`config.mk`:
```
export PLATFORM = sky130hd
export DESIGN_NAME = rx_clock_reclock_status_reset
export DESIGN_NICKNAME = d
export VERILOG_FILES = /design/src/rtl/rx_clock_pkg.sv /design/src/rtl/rx_clock_reclock_status_reset.sv
export VERILOG_INCLUDE_DIRS = /design/src /design/src/rtl
export SDC_FILE = /design/constraint.sdc
export NUM_CORES = 1
export LEC_CHECK = 0
export BUFFER_PORTS_ARGS = -buffer_cell sky130_fd_sc_hd__buf_2
export CELL_PAD_IN_SITES_DETAIL_PLACEMENT = 1
export CELL_PAD_IN_SITES_GLOBAL_PLACEMENT = 2
export CORE_MARGIN = 4
export CORE_UTILIZATION = 25
export DETAILED_ROUTE_END_ITERATION = 16
export PLACE_DENSITY_LB_ADDON = 0.1
export SYNTH_ARGS = -nofsm -noshare
export SYNTH_HDL_FRONTEND = slang
export SYNTH_SLANG_ARGS = --single-unit
```
`constraint.sdc`:
```
create_clock -name clock -period 1.4 [get_ports clock]
set_input_delay 0.07 -clock clock [delete_from_list [all_inputs] [get_ports clock]]
set_output_delay 0.07 -clock clock [all_outputs]
set_load 0.01 [all_outputs]
```
`src/rtl/rx_clock_cfg.svh`:
```
// constants for the receive clock, reclocker status and reset block
`ifndef RX_CLOCK_CFG_SVH
`define RX_CLOCK_CFG_SVH

`define ADDR_W            4
`define DATA_W            32
`define CHAR_W            10
`define CNT_W             8

`define OFF_CTRL          4'h0
`define OFF_STATUS        4'h4
`define OFF_IRQ_STAT      4'h8
`define OFF_IRQ_MASK      4'hC

`define CTRL_RATE_BIT     0
`define CTRL_SEL_LO       1
`define CTRL_SEL_HI       2
`define CTRL_EN1_BIT      3
`define CTRL_EN2_BIT      4
`define CTRL_W            5
`define CTRL_RESET        5'h18

`define SEL_SELF_TEST     2'h2

`define EVT_POWERDOWN     0
`define EVT_LOCK          1
`define EVT_W             2

`define CNT_MAX           8'hFF

`endif

```
`src/rtl/rx_clock_pkg.sv`:
```
// types for the receive clock, reclocker status and reset block
`include "rx_clock_cfg.svh"
package rx_clock_pkg;

  typedef struct packed {
    logic       enable_two;
    logic       enable_one;
    logic [1:0] self_test_select;
    logic       rate_select;
  } ctrl_s;

  typedef struct packed {
    logic [`ADDR_W-1:0] addr;
    logic [`DATA_W-1:0] wdata;
    logic               wr;
    logic               rd;
  } bus_req_s;

  typedef struct packed {
    logic [`CHAR_W-1:0] data;
    logic               strobe;
    logic               valid;
  } char_in_s;

  typedef struct packed {
    logic       status;
    logic [1:0] code;
  } self_test_s;

  typedef enum logic [0:0] {
    PH_LOW  = 1'b0,
    PH_HIGH = 1'b1
  } phase_e;

endpackage : rx_clock_pkg

```
`src/rtl/rx_clock_reclock_status_reset.sv`:
```
// receive clock outputs, reclocker status, self-test gating and reset
//
// Decided for this implementation: the strobed register port and the register offsets.
`timescale 1ns/100ps
`default_nettype none
`include "rx_clock_cfg.svh"

module rx_clock_reclock_status_reset (
  input  wire logic                   clock,
  input  wire logic                   rst,
  input  wire logic [`ADDR_W-1:0]     addr,
  input  wire logic [`DATA_W-1:0]     wdata,
  input  wire logic                   wr,
  input  wire logic                   rd,
  output logic      [`DATA_W-1:0]     rdata,
  input  wire logic                   training_clock,
  input  wire logic                   char_valid,
  input  wire logic                   char_strobe,
  input  wire logic [`CHAR_W-1:0]     char_data,
  input  wire logic                   self_test_status,
  input  wire logic [1:0]             self_test_code,
  output logic                        recovered_interface_clock_p,
  output logic                        recovered_interface_clock_n,
  output logic                        reclocker_clock_out,
  output logic      [`CHAR_W-1:0]     rx_parallel_data,
  output logic                        self_test_status_out,
  output logic                        reclock_powerdown_flag,
  output logic                        irq
);

  rx_clock_pkg::bus_req_s   req;
  rx_clock_pkg::char_in_s   chr;
  rx_clock_pkg::self_test_s st;

  assign req = '{addr: addr, wdata: wdata, wr: wr, rd: rd};
  assign chr = '{data: char_data, strobe: char_strobe, valid: char_valid};
  assign st  = '{status: self_test_status, code: self_test_code};

  // training clock synchroniser and edge finder
  logic trg_meta_reg, trg_sync_reg, trg_prev_reg;
  logic trg_meta_next, trg_sync_next, trg_prev_next;
  logic trg_rise;

  always_comb begin
    trg_meta_next = training_clock;
    trg_sync_next = trg_meta_reg;
    trg_prev_next = trg_sync_reg;
  end

  assign trg_rise = trg_sync_reg & ~trg_prev_reg;

  always_ff @(posedge clock or posedge rst) begin
    if (rst) begin
      trg_meta_reg <= 1'b0;
      trg_sync_reg <= 1'b0;
      trg_prev_reg <= 1'b0;
    end else begin
      trg_meta_reg <= trg_meta_next;
      trg_sync_reg <= trg_sync_next;
      trg_prev_reg <= trg_prev_next;
    end
  end

  // configuration and interrupt registers
  rx_clock_pkg::ctrl_s ctrl_reg, ctrl_next;
  logic [`EVT_W-1:0]   irq_stat_reg, irq_stat_next;
  logic [`EVT_W-1:0]   irq_mask_reg, irq_mask_next;
  logic [`DATA_W-1:0]  rdata_next;
  logic                irq_next;
  logic [`EVT_W-1:0]   events;
  logic                powerdown_reg, powerdown_next;
  logic                locked_reg, locked_next;

  // software writes to control and mask
  always_comb begin
    ctrl_next     = ctrl_reg;
    irq_mask_next = irq_mask_reg;
    if (req.wr) begin
      unique case (req.addr)
        `OFF_CTRL:     ctrl_next = rx_clock_pkg::ctrl_s'(req.wdata[`CTRL_W-1:0]);
        `OFF_IRQ_MASK: irq_mask_next = req.wdata[`EVT_W-1:0];
        default:       ;
      endcase
    end
  end

  // all configuration starts from constants
  always_ff @(posedge clock or posedge rst) begin
    if (rst) begin
      ctrl_reg     <= rx_clock_pkg::ctrl_s'(`CTRL_RESET);
      irq_mask_reg <= '0;
    end else begin
      ctrl_reg     <= ctrl_next;
      irq_mask_reg <= irq_mask_next;
    end
  end

  // sticky event bits, write one to clear; a new event wins over the clear
  always_comb begin
    irq_stat_next = irq_stat_reg;
    if (req.wr && (req.addr == `OFF_IRQ_STAT)) begin
      irq_stat_next = irq_stat_reg & ~req.wdata[`EVT_W-1:0];
    end
    irq_stat_next = irq_stat_next | events;
    irq_next      = |(irq_stat_next & irq_mask_next);
  end

  always_ff @(posedge clock or posedge rst) begin
    if (rst) begin
      irq_stat_reg <= '0;
      irq          <= 1'b0;
    end else begin
      irq_stat_reg <= irq_stat_next;
      irq          <= irq_next;
    end
  end

  // read data stands one cycle after the read strobe, zero otherwise
  always_comb begin
    rdata_next = '0;
    if (req.rd) begin
      unique case (req.addr)
        `OFF_CTRL:     rdata_next = {{(`DATA_W-`CTRL_W){1'b0}}, ctrl_reg};
        `OFF_STATUS:   rdata_next = {{(`DATA_W-2){1'b0}}, locked_reg, powerdown_reg};
        `OFF_IRQ_STAT: rdata_next = {{(`DATA_W-`EVT_W){1'b0}}, irq_stat_reg};
        `OFF_IRQ_MASK: rdata_next = {{(`DATA_W-`EVT_W){1'b0}}, irq_mask_reg};
        default:       rdata_next = '0;
      endcase
    end
  end

  always_ff @(posedge clock or posedge rst) begin
    if (rst) begin
      rdata <= '0;
    end else begin
      rdata <= rdata_next;
    end
  end

  // powered-down status and lock source tracking
  always_comb begin
    powerdown_next = ~(ctrl_reg.enable_one | ctrl_reg.enable_two);
    locked_next    = chr.valid;
    events         = '0;
    events[`EVT_POWERDOWN] = powerdown_next ^ powerdown_reg;
    events[`EVT_LOCK]      = locked_next ^ locked_reg;
  end

  // reset control keeps both enables on, so the flag starts low and stays low until software clears both enables
  always_ff @(posedge clock or posedge rst) begin
    if (rst) begin
      powerdown_reg <= 1'b0;
      locked_reg    <= 1'b0;
    end else begin
      powerdown_reg <= powerdown_next;
      locked_reg    <= locked_next;
    end
  end

  assign reclock_powerdown_flag = powerdown_reg;

  // character event source: data when valid, training clock otherwise
  logic char_evt;

  assign char_evt = chr.valid ? chr.strobe : trg_rise;

  // character period measurement for the mid-character edge
  logic [`CNT_W-1:0]  cnt_reg, cnt_next;
  logic [`CNT_W-1:0]  half_reg, half_next;
  rx_clock_pkg::phase_e phase_reg, phase_next;
  logic               mid_evt;

  assign mid_evt = (phase_reg == rx_clock_pkg::PH_HIGH) && (cnt_reg == half_reg);

  always_comb begin
    cnt_next   = cnt_reg;
    half_next  = half_reg;
    phase_next = phase_reg;
    if (char_evt) begin
      half_next  = cnt_reg >> 1;
      cnt_next   = '0;
      phase_next = rx_clock_pkg::PH_HIGH;
    end else begin
      if (cnt_reg != `CNT_MAX) begin
        cnt_next = cnt_reg + 1'b1;
      end
      if (mid_evt) begin
        phase_next = rx_clock_pkg::PH_LOW;
      end
    end
  end

  always_ff @(posedge clock or posedge rst) begin
    if (rst) begin
      cnt_reg   <= '0;
      half_reg  <= '0;
      phase_reg <= rx_clock_pkg::PH_LOW;
    end else begin
      cnt_reg   <= cnt_next;
      half_reg  <= half_next;
      phase_reg <= phase_next;
    end
  end

  // reclocker clock: character rate square wave from internal events
  logic               reclk_next;

  always_comb begin
    reclk_next = reclocker_clock_out;
    if (char_evt) begin
      reclk_next = 1'b1;
    end else if (mid_evt) begin
      reclk_next = 1'b0;
    end
  end

  always_ff @(posedge clock or posedge rst) begin
    if (rst) begin
      reclocker_clock_out <= 1'b0;
    end else begin
      reclocker_clock_out <= reclk_next;
    end
  end

  // interface clock pair, complement always the inverse of the true phase
  logic               clk_p_next, clk_n_next;

  always_comb begin
    clk_p_next = recovered_interface_clock_p;
    if (ctrl_reg.rate_select) begin
      // half rate: toggle each character, data on both edges
      if (char_evt) begin
        clk_p_next = ~recovered_interface_clock_p;
      end
    end else begin
      // full rate: same as reclocker clock, data on rising edge
      clk_p_next = reclk_next;
    end
    clk_n_next = ~clk_p_next;
  end

  always_ff @(posedge clock or posedge rst) begin
    if (rst) begin
      recovered_interface_clock_p <= 1'b0;
      recovered_interface_clock_n <= 1'b1;
    end else begin
      recovered_interface_clock_p <= clk_p_next;
      recovered_interface_clock_n <= clk_n_next;
    end
  end

  // parallel data taken at each character event
  logic [`CHAR_W-1:0] data_next;

  always_comb begin
    data_next = rx_parallel_data;
    if (char_evt) begin
      data_next = chr.data;
      if (ctrl_reg.self_test_select == `SEL_SELF_TEST) begin
        data_next[1:0] = st.code;
      end
    end
  end

  always_ff @(posedge clock or posedge rst) begin
    if (rst) begin
      rx_parallel_data <= '0;
    end else begin
      rx_parallel_data <= data_next;
    end
  end

  // status pin held low outside self-test, host ignores it
  logic               st_out_next;

  always_comb begin
    st_out_next = 1'b0;
    if (ctrl_reg.self_test_select == `SEL_SELF_TEST) begin
      st_out_next = st.status;
    end
  end

  always_ff @(posedge clock or posedge rst) begin
    if (rst) begin
      self_test_status_out <= 1'b0;
    end else begin
      self_test_status_out <= st_out_next;
    end
  end

endmodule : rx_clock_reclock_status_reset

`default_nettype wire

```
# Yosys cells after proc, flatten, opt, wreduce, memory -nomap -nowiden

Index checks and enable logic that the tools add are counted.

Flip-flop bits (word level): 77
Input bits: 56
Output and inout port bits: 48

$add $sub $neg: 1
Eq/ne operators: 6
Mux-type cells: 16
Bitwise logic cells: 12
Reductions and logical operators: 7

Operators by type and width:

| kind                | number |
|---|---|
| $pmux 5 s4          | 1 |
| $mux 8              | 2 |
| $add 8x1->8 const B | 1 |
| $eq 4x4->1 const B  | 2 |
| $eq 8x7->1          | 1 |
| $mux 1              | 8 |
| $mux 2              | 4 |
| $ne 8x8->1 const B  | 1 |
| $mux 5              | 1 |
| $and 2x2->2         | 2 |
| $eq 4x3->1 const B  | 1 |
| $logic_not 4->1     | 1 |
| $not 1->1           | 4 |
| $reduce_bool 2->1   | 2 |
| $eq 2x2->1 const B  | 1 |
| $logic_and 1x1->1   | 2 |
| $not 2->2           | 1 |
| $or 2x2->2          | 1 |
| $reduce_and 2->1    | 1 |
| $reduce_or 2->1     | 1 |
| $xor 1x1->1         | 2 |
| $and 1x1->1         | 1 |
| $or 1x1->1          | 1 |

# Longest topological paths before layout

Word-level depth: 6
Mapped depth: 6

# Worst setup path before layout

OpenSTA, ideal clock, no wires.

Path type: reg-to-reg
Start: reg cnt_reg[0]
End: reg cnt_reg[5]
Setup time: 132 ps
Arrival: 1406 ps
Data required time: 1268 ps
Setup slack: -138 ps
Cell stages (with the launch flop): 7
Period minus slack after synthesis: 1538 ps
Path through: dfrtp_1 > ha_1 > and3_1 > buf_2 > a311oi_2 > xnor2_1 > nor2_1

Longest elaborated chain between the ends: 3
Elaborated cells on any way between the ends: 5
Those cells by class: add/sub: 1; eq/ne: 1; mux: 2; reduce/logical: 1

RTL lines:

| item                     | line                                 | text |
|---|---|---|
| start: declaration       | rx_clock_reclock_status_reset.sv:168 | `` logic [`CNT_W-1:0] cnt_reg, cnt_next; `` |
| start signal: assignment | rx_clock_reclock_status_reset.sv:199 | `cnt_reg <= cnt_next;` |
| $add 8x1->8              | rx_clock_reclock_status_reset.sv:185 | `cnt_next = cnt_reg + 1'b1;` |
| $mux 8                   | rx_clock_reclock_status_reset.sv:184 | `` if (cnt_reg != `CNT_MAX) begin `` |
| $mux 8                   | rx_clock_reclock_status_reset.sv:179 | `if (char_evt) begin` |

Parallel ways exist; a longest one is shown, timed or not. The select of a mux whose other input is x is not followed.
A chain may end at the register's enable or synchronous reset.

# Final worst setup path

Start: reg cnt_reg[1]
End: reg cnt_reg[5]

The elaborated chain is that of the path after synthesis.

==> impl_metrics.env <==
export IMPL_outcome="finished with violations"
export IMPL_violations="setup timing"
export IMPL_synth_warnings=0
export IMPL_fin_area_um2=3146
export IMPL_power_density_nw_per_um2=1244
export IMPL_hold_class="input pin to flop"
export IMPL_io_pin_count=104
export IMPL_clkPwrFrac_pct=22.5
export IMPL_p_sw_share_pct=30.76
export IMPL_p_int_mw=2.709
export IMPL_viasPerCell=4.224
export IMPL_hpwl_mm=3.756
export IMPL_postLayoutCoreUtil_pct=35.72
export IMPL_drt_total_wl_mm=5.425
export IMPL_largest_reg_flops=10
export IMPL_postRouteAntennaNets=0
export IMPL_cp_data_required_time_ns=1.60
export IMPL_cts_buffers=5
export IMPL_port_buffers=49
export IMPL_n_antenna_cell=0
export IMPL_final_max_slew_viol_count=0
export IMPL_die_area_um2=10750
export IMPL_clock_sinks=50
export IMPL_path_cells="buf_6 > ha_4 > and3_4 > a311oi_2 > xnor2_1 > nor2_1"
export IMPL_p_sw_mw=1.204
export IMPL_combPwrFrac_pct=30.1
export IMPL_finClkSkew_ns=0.005929
export IMPL_final_cells=410
export IMPL_crit_family="flip-flops"
export IMPL_syn_cell_area_um2=2288
export IMPL_cp_slowest_cell="dfrtp_1"
export IMPL_root_buffer="clkbuf_8"
export IMPL_dr_pass1_iters=4
export IMPL_leakagePower_nw=1.540
export IMPL_initial_core_util_pct=25.99
export IMPL_worst_path_max_fanout=4
export IMPL_seqPwrFrac_pct=47.4
export IMPL_hold_violations=0
export IMPL_period_share_pct=101.9
export IMPL_cts_max_level=2
export IMPL_crit_path_start_kind="flop"
export IMPL_multi_input_area_um2=1027
export IMPL_critPathKind="flop to flop"
export IMPL_worstSetupEndpointType="flop"
export IMPL_layout_drive_gt1_share_pct=38.08
export IMPL_cts_buffer_depth=2
export IMPL_final_min_clock_period_ns=1.426
export IMPL_coreArea_um2=8806
export IMPL_netlist_instances=213
export IMPL_insertion_delay_ns=0.30
export IMPL_grt_setup_unrepaired="true"
export IMPL_wl_per_cell_um=13.23
export IMPL_grt_max_degree=51
export IMPL_die_x_um=103.7
export IMPL_final_setup_viol_count=2
export IMPL_post_synth_num_cell_types=36
export IMPL_gp_congestion=0.6790
export IMPL_yosysSeqAreaShare_pct=54.84
export IMPL_worstPathArrival_ns=1.62
export IMPL_totalPowerFinal_mw=3.912
export IMPL_slowest_delay_ns=0.43
export IMPL_num_nets_final=358
export IMPL_grt_pass1_vias=1814
export IMPL_overflow=0
export IMPL_seq_area_um2=1256
export IMPL_drc=0
export IMPL_post_place_cells=379
export IMPL_clk_pin_slew_ns=0.09
export IMPL_placed_area_um2=2698
export IMPL_synth_seq_cells=50
export IMPL_via_count=1732
export IMPL_worst_path_buf_inv=1
export IMPL_vdd_drop_max_mv=0.4099
export IMPL_fillers=982
export IMPL_drv_cap=0
export IMPL_setup_slack_ns=-0.02593
export IMPL_area_growth_pct=37.45
export IMPL_track_usage_pct=10.46
export IMPL_grt_antenna_before_repair=0
export IMPL_clock_fmax_mhz=701.3
export IMPL_die_h_um=103.7
export IMPL_synth_avg_cell_area_um2=10.74
export IMPL_rows=34
export IMPL_cts_tree="yes"
export IMPL_detailedRoute_firstIterationViolations=41
export IMPL_fin_tns_setup_ns=-0.03185
export IMPL_grt_pass1_wl_mm=9.211
## Yosys cell counts, drive strengths merged
| library cell | count | area [um^2] |
|---|---|---|
| mux4 | 2 | 45.04 |
| and3 | 5 | 32.53 |
| nand2 | 47 | 176.4 |
| o21ai | 6 | 30.03 |
| mux2 | 7 | 78.83 |
| xnor2 | 9 | 78.83 |
| nor3 | 2 | 10.01 |
| a211o | 1 | 8.760 |
| nand4b | 1 | 8.760 |
| dfstp | 3 | 78.83 |
| buf | 31 | 222.7 |
| a22oi | 2 | 15.01 |
| a22o | 3 | 26.28 |
| a311oi | 2 | 23.77 |
| o41ai | 2 | 25.03 |
| dfrtp | 47 | 1176 |
| inv | 5 | 18.77 |
| nand3 | 3 | 15.01 |
| nand4 | 3 | 18.77 |
| nor4 | 1 | 6.260 |
| nor2b | 2 | 12.51 |
| ha | 1 | 12.51 |
| clkbuf | 1 | 3.750 |
| xor2 | 2 | 17.52 |
| o22ai | 1 | 6.260 |
| a31oi | 5 | 31.28 |
| and2 | 4 | 25.02 |
| nor2 | 10 | 40.04 |
| mux2i | 3 | 30.03 |
| a221o | 1 | 10.01 |
| conb | 1 | 3.750 |
## worst reg2reg max path: cells and delay by family, from the launching register on
family / cells / cell delay [ns]
compound gates: 1 / 0.23
xor+xnor: 1 / 0.15
fa+ha+maj: 1 / 0.14
buf+inv: 1 / 0.14
flops: 1 / 0.43
simple gates: 2 / 0.24
## cell type report
type,count,area share [%]
Multi-Input combinational cell,152,32.66
Clock inverter,2,0.3978
Inverter,5,0.5967
Sequential cell,50,39.94
Tap cell,108,4.296
Timing Repair Buffer,87,19.49
Clock buffer,6,2.625
## worst paths after layout
kind	startpoint	to	slack (ns)	depth (start not counted)
max	cnt_reg[1]	cnt_reg[5]	-0.03	6
min	rd	rdata[1]	0.02	2
max reg2reg	cnt_reg[1]	cnt_reg[5]	-0.03	6
min reg2reg	trg_meta_reg	trg_prev_next	0.36	0
max in group asynchronous	rst	ctrl_reg[3]	0.77	4
min in group asynchronous	rst	trg_meta_reg	0.34	4
## layer usage
layer	up-vias	part of all wire (%)	global-route usage, %
li1	839	-	-
met1	830	47	14.18
met2	59	46	16.82
met3	4	5.6	2.239
met4	0	1.2	3.134
met5	-	0	0
## cell families (layout without fill, tap and decap cells)
logic type	after synthesis	after routing	synth area share, %
compound gates	23	23	7.710
xor+xnor	11	11	4.210
fa+ha+maj	1	1	0.5467
buf+inv	37	100	10.72
flops	50	50	54.84
mux	12	12	6.725
other cells	1	27	0.1639
simple gates	78	78	15.09
## repair_timing
item	CTS	global route
setup buffers	3	5
endpoints found under the setup margin	11	13
endpoints found under the hold margin	60	1
resized for setup	12	13
pin swaps	8	11
hold buffers	14	1
cloned	0	0
## placed cells by master, fill, tap and decap left out, types with 2 or more instances in the layout
master / count
o41ai_4: 2
dlygate4sd3_1: 15
xnor2_2: 5
mux2_2: 7
inv_1: 4
o21ai_0: 5
nor3_1: 2
a311oi_2: 2
and2_1: 4
nor2b_1: 2
nand2_1: 46
nor2_1: 8
dfstp_2: 3
buf_4: 18
buf_6: 2
a22o_1: 2
xor2_1: 2
conb_1: 27
mux2i_1: 3
mux4_2: 2
a31oi_1: 3
nand4_1: 3
xnor2_1: 4
buf_12: 3
and3_1: 3
buf_2: 49
nand3_1: 2
dfrtp_1: 46
clkbuf_8: 6
and3_4: 2
## through the flow
| stage | hold slack (ns) | setup WS (ns) |
|---|---|---|
| 6_report | 0.02448 | -0.02593 |
| 5_1_grt | 0.02457 | -0.08418 |
| 4_1_cts | 0.001342 | -0.02198 |
| 3_5_place_dp | 0.1431 | -0.1069 |
| 3_3_place_gp | 0.1432 | -0.09077 |
| 2_1_floorplan | 0.1014 | -0.06075 |
## power groups by stage
stage          Clock (mW)  Sequential, mW  Combinational, mW
2_1_floorplan           0            1.89              0.523
3_3_place_gp            0            1.85              0.905
3_5_place_dp            0            1.85              0.911
4_1_cts             0.947            1.84               1.07
5_1_grt              1.01            1.89               1.30
6_report            0.881            1.85               1.18
Power figures use the tool's default switching activity.
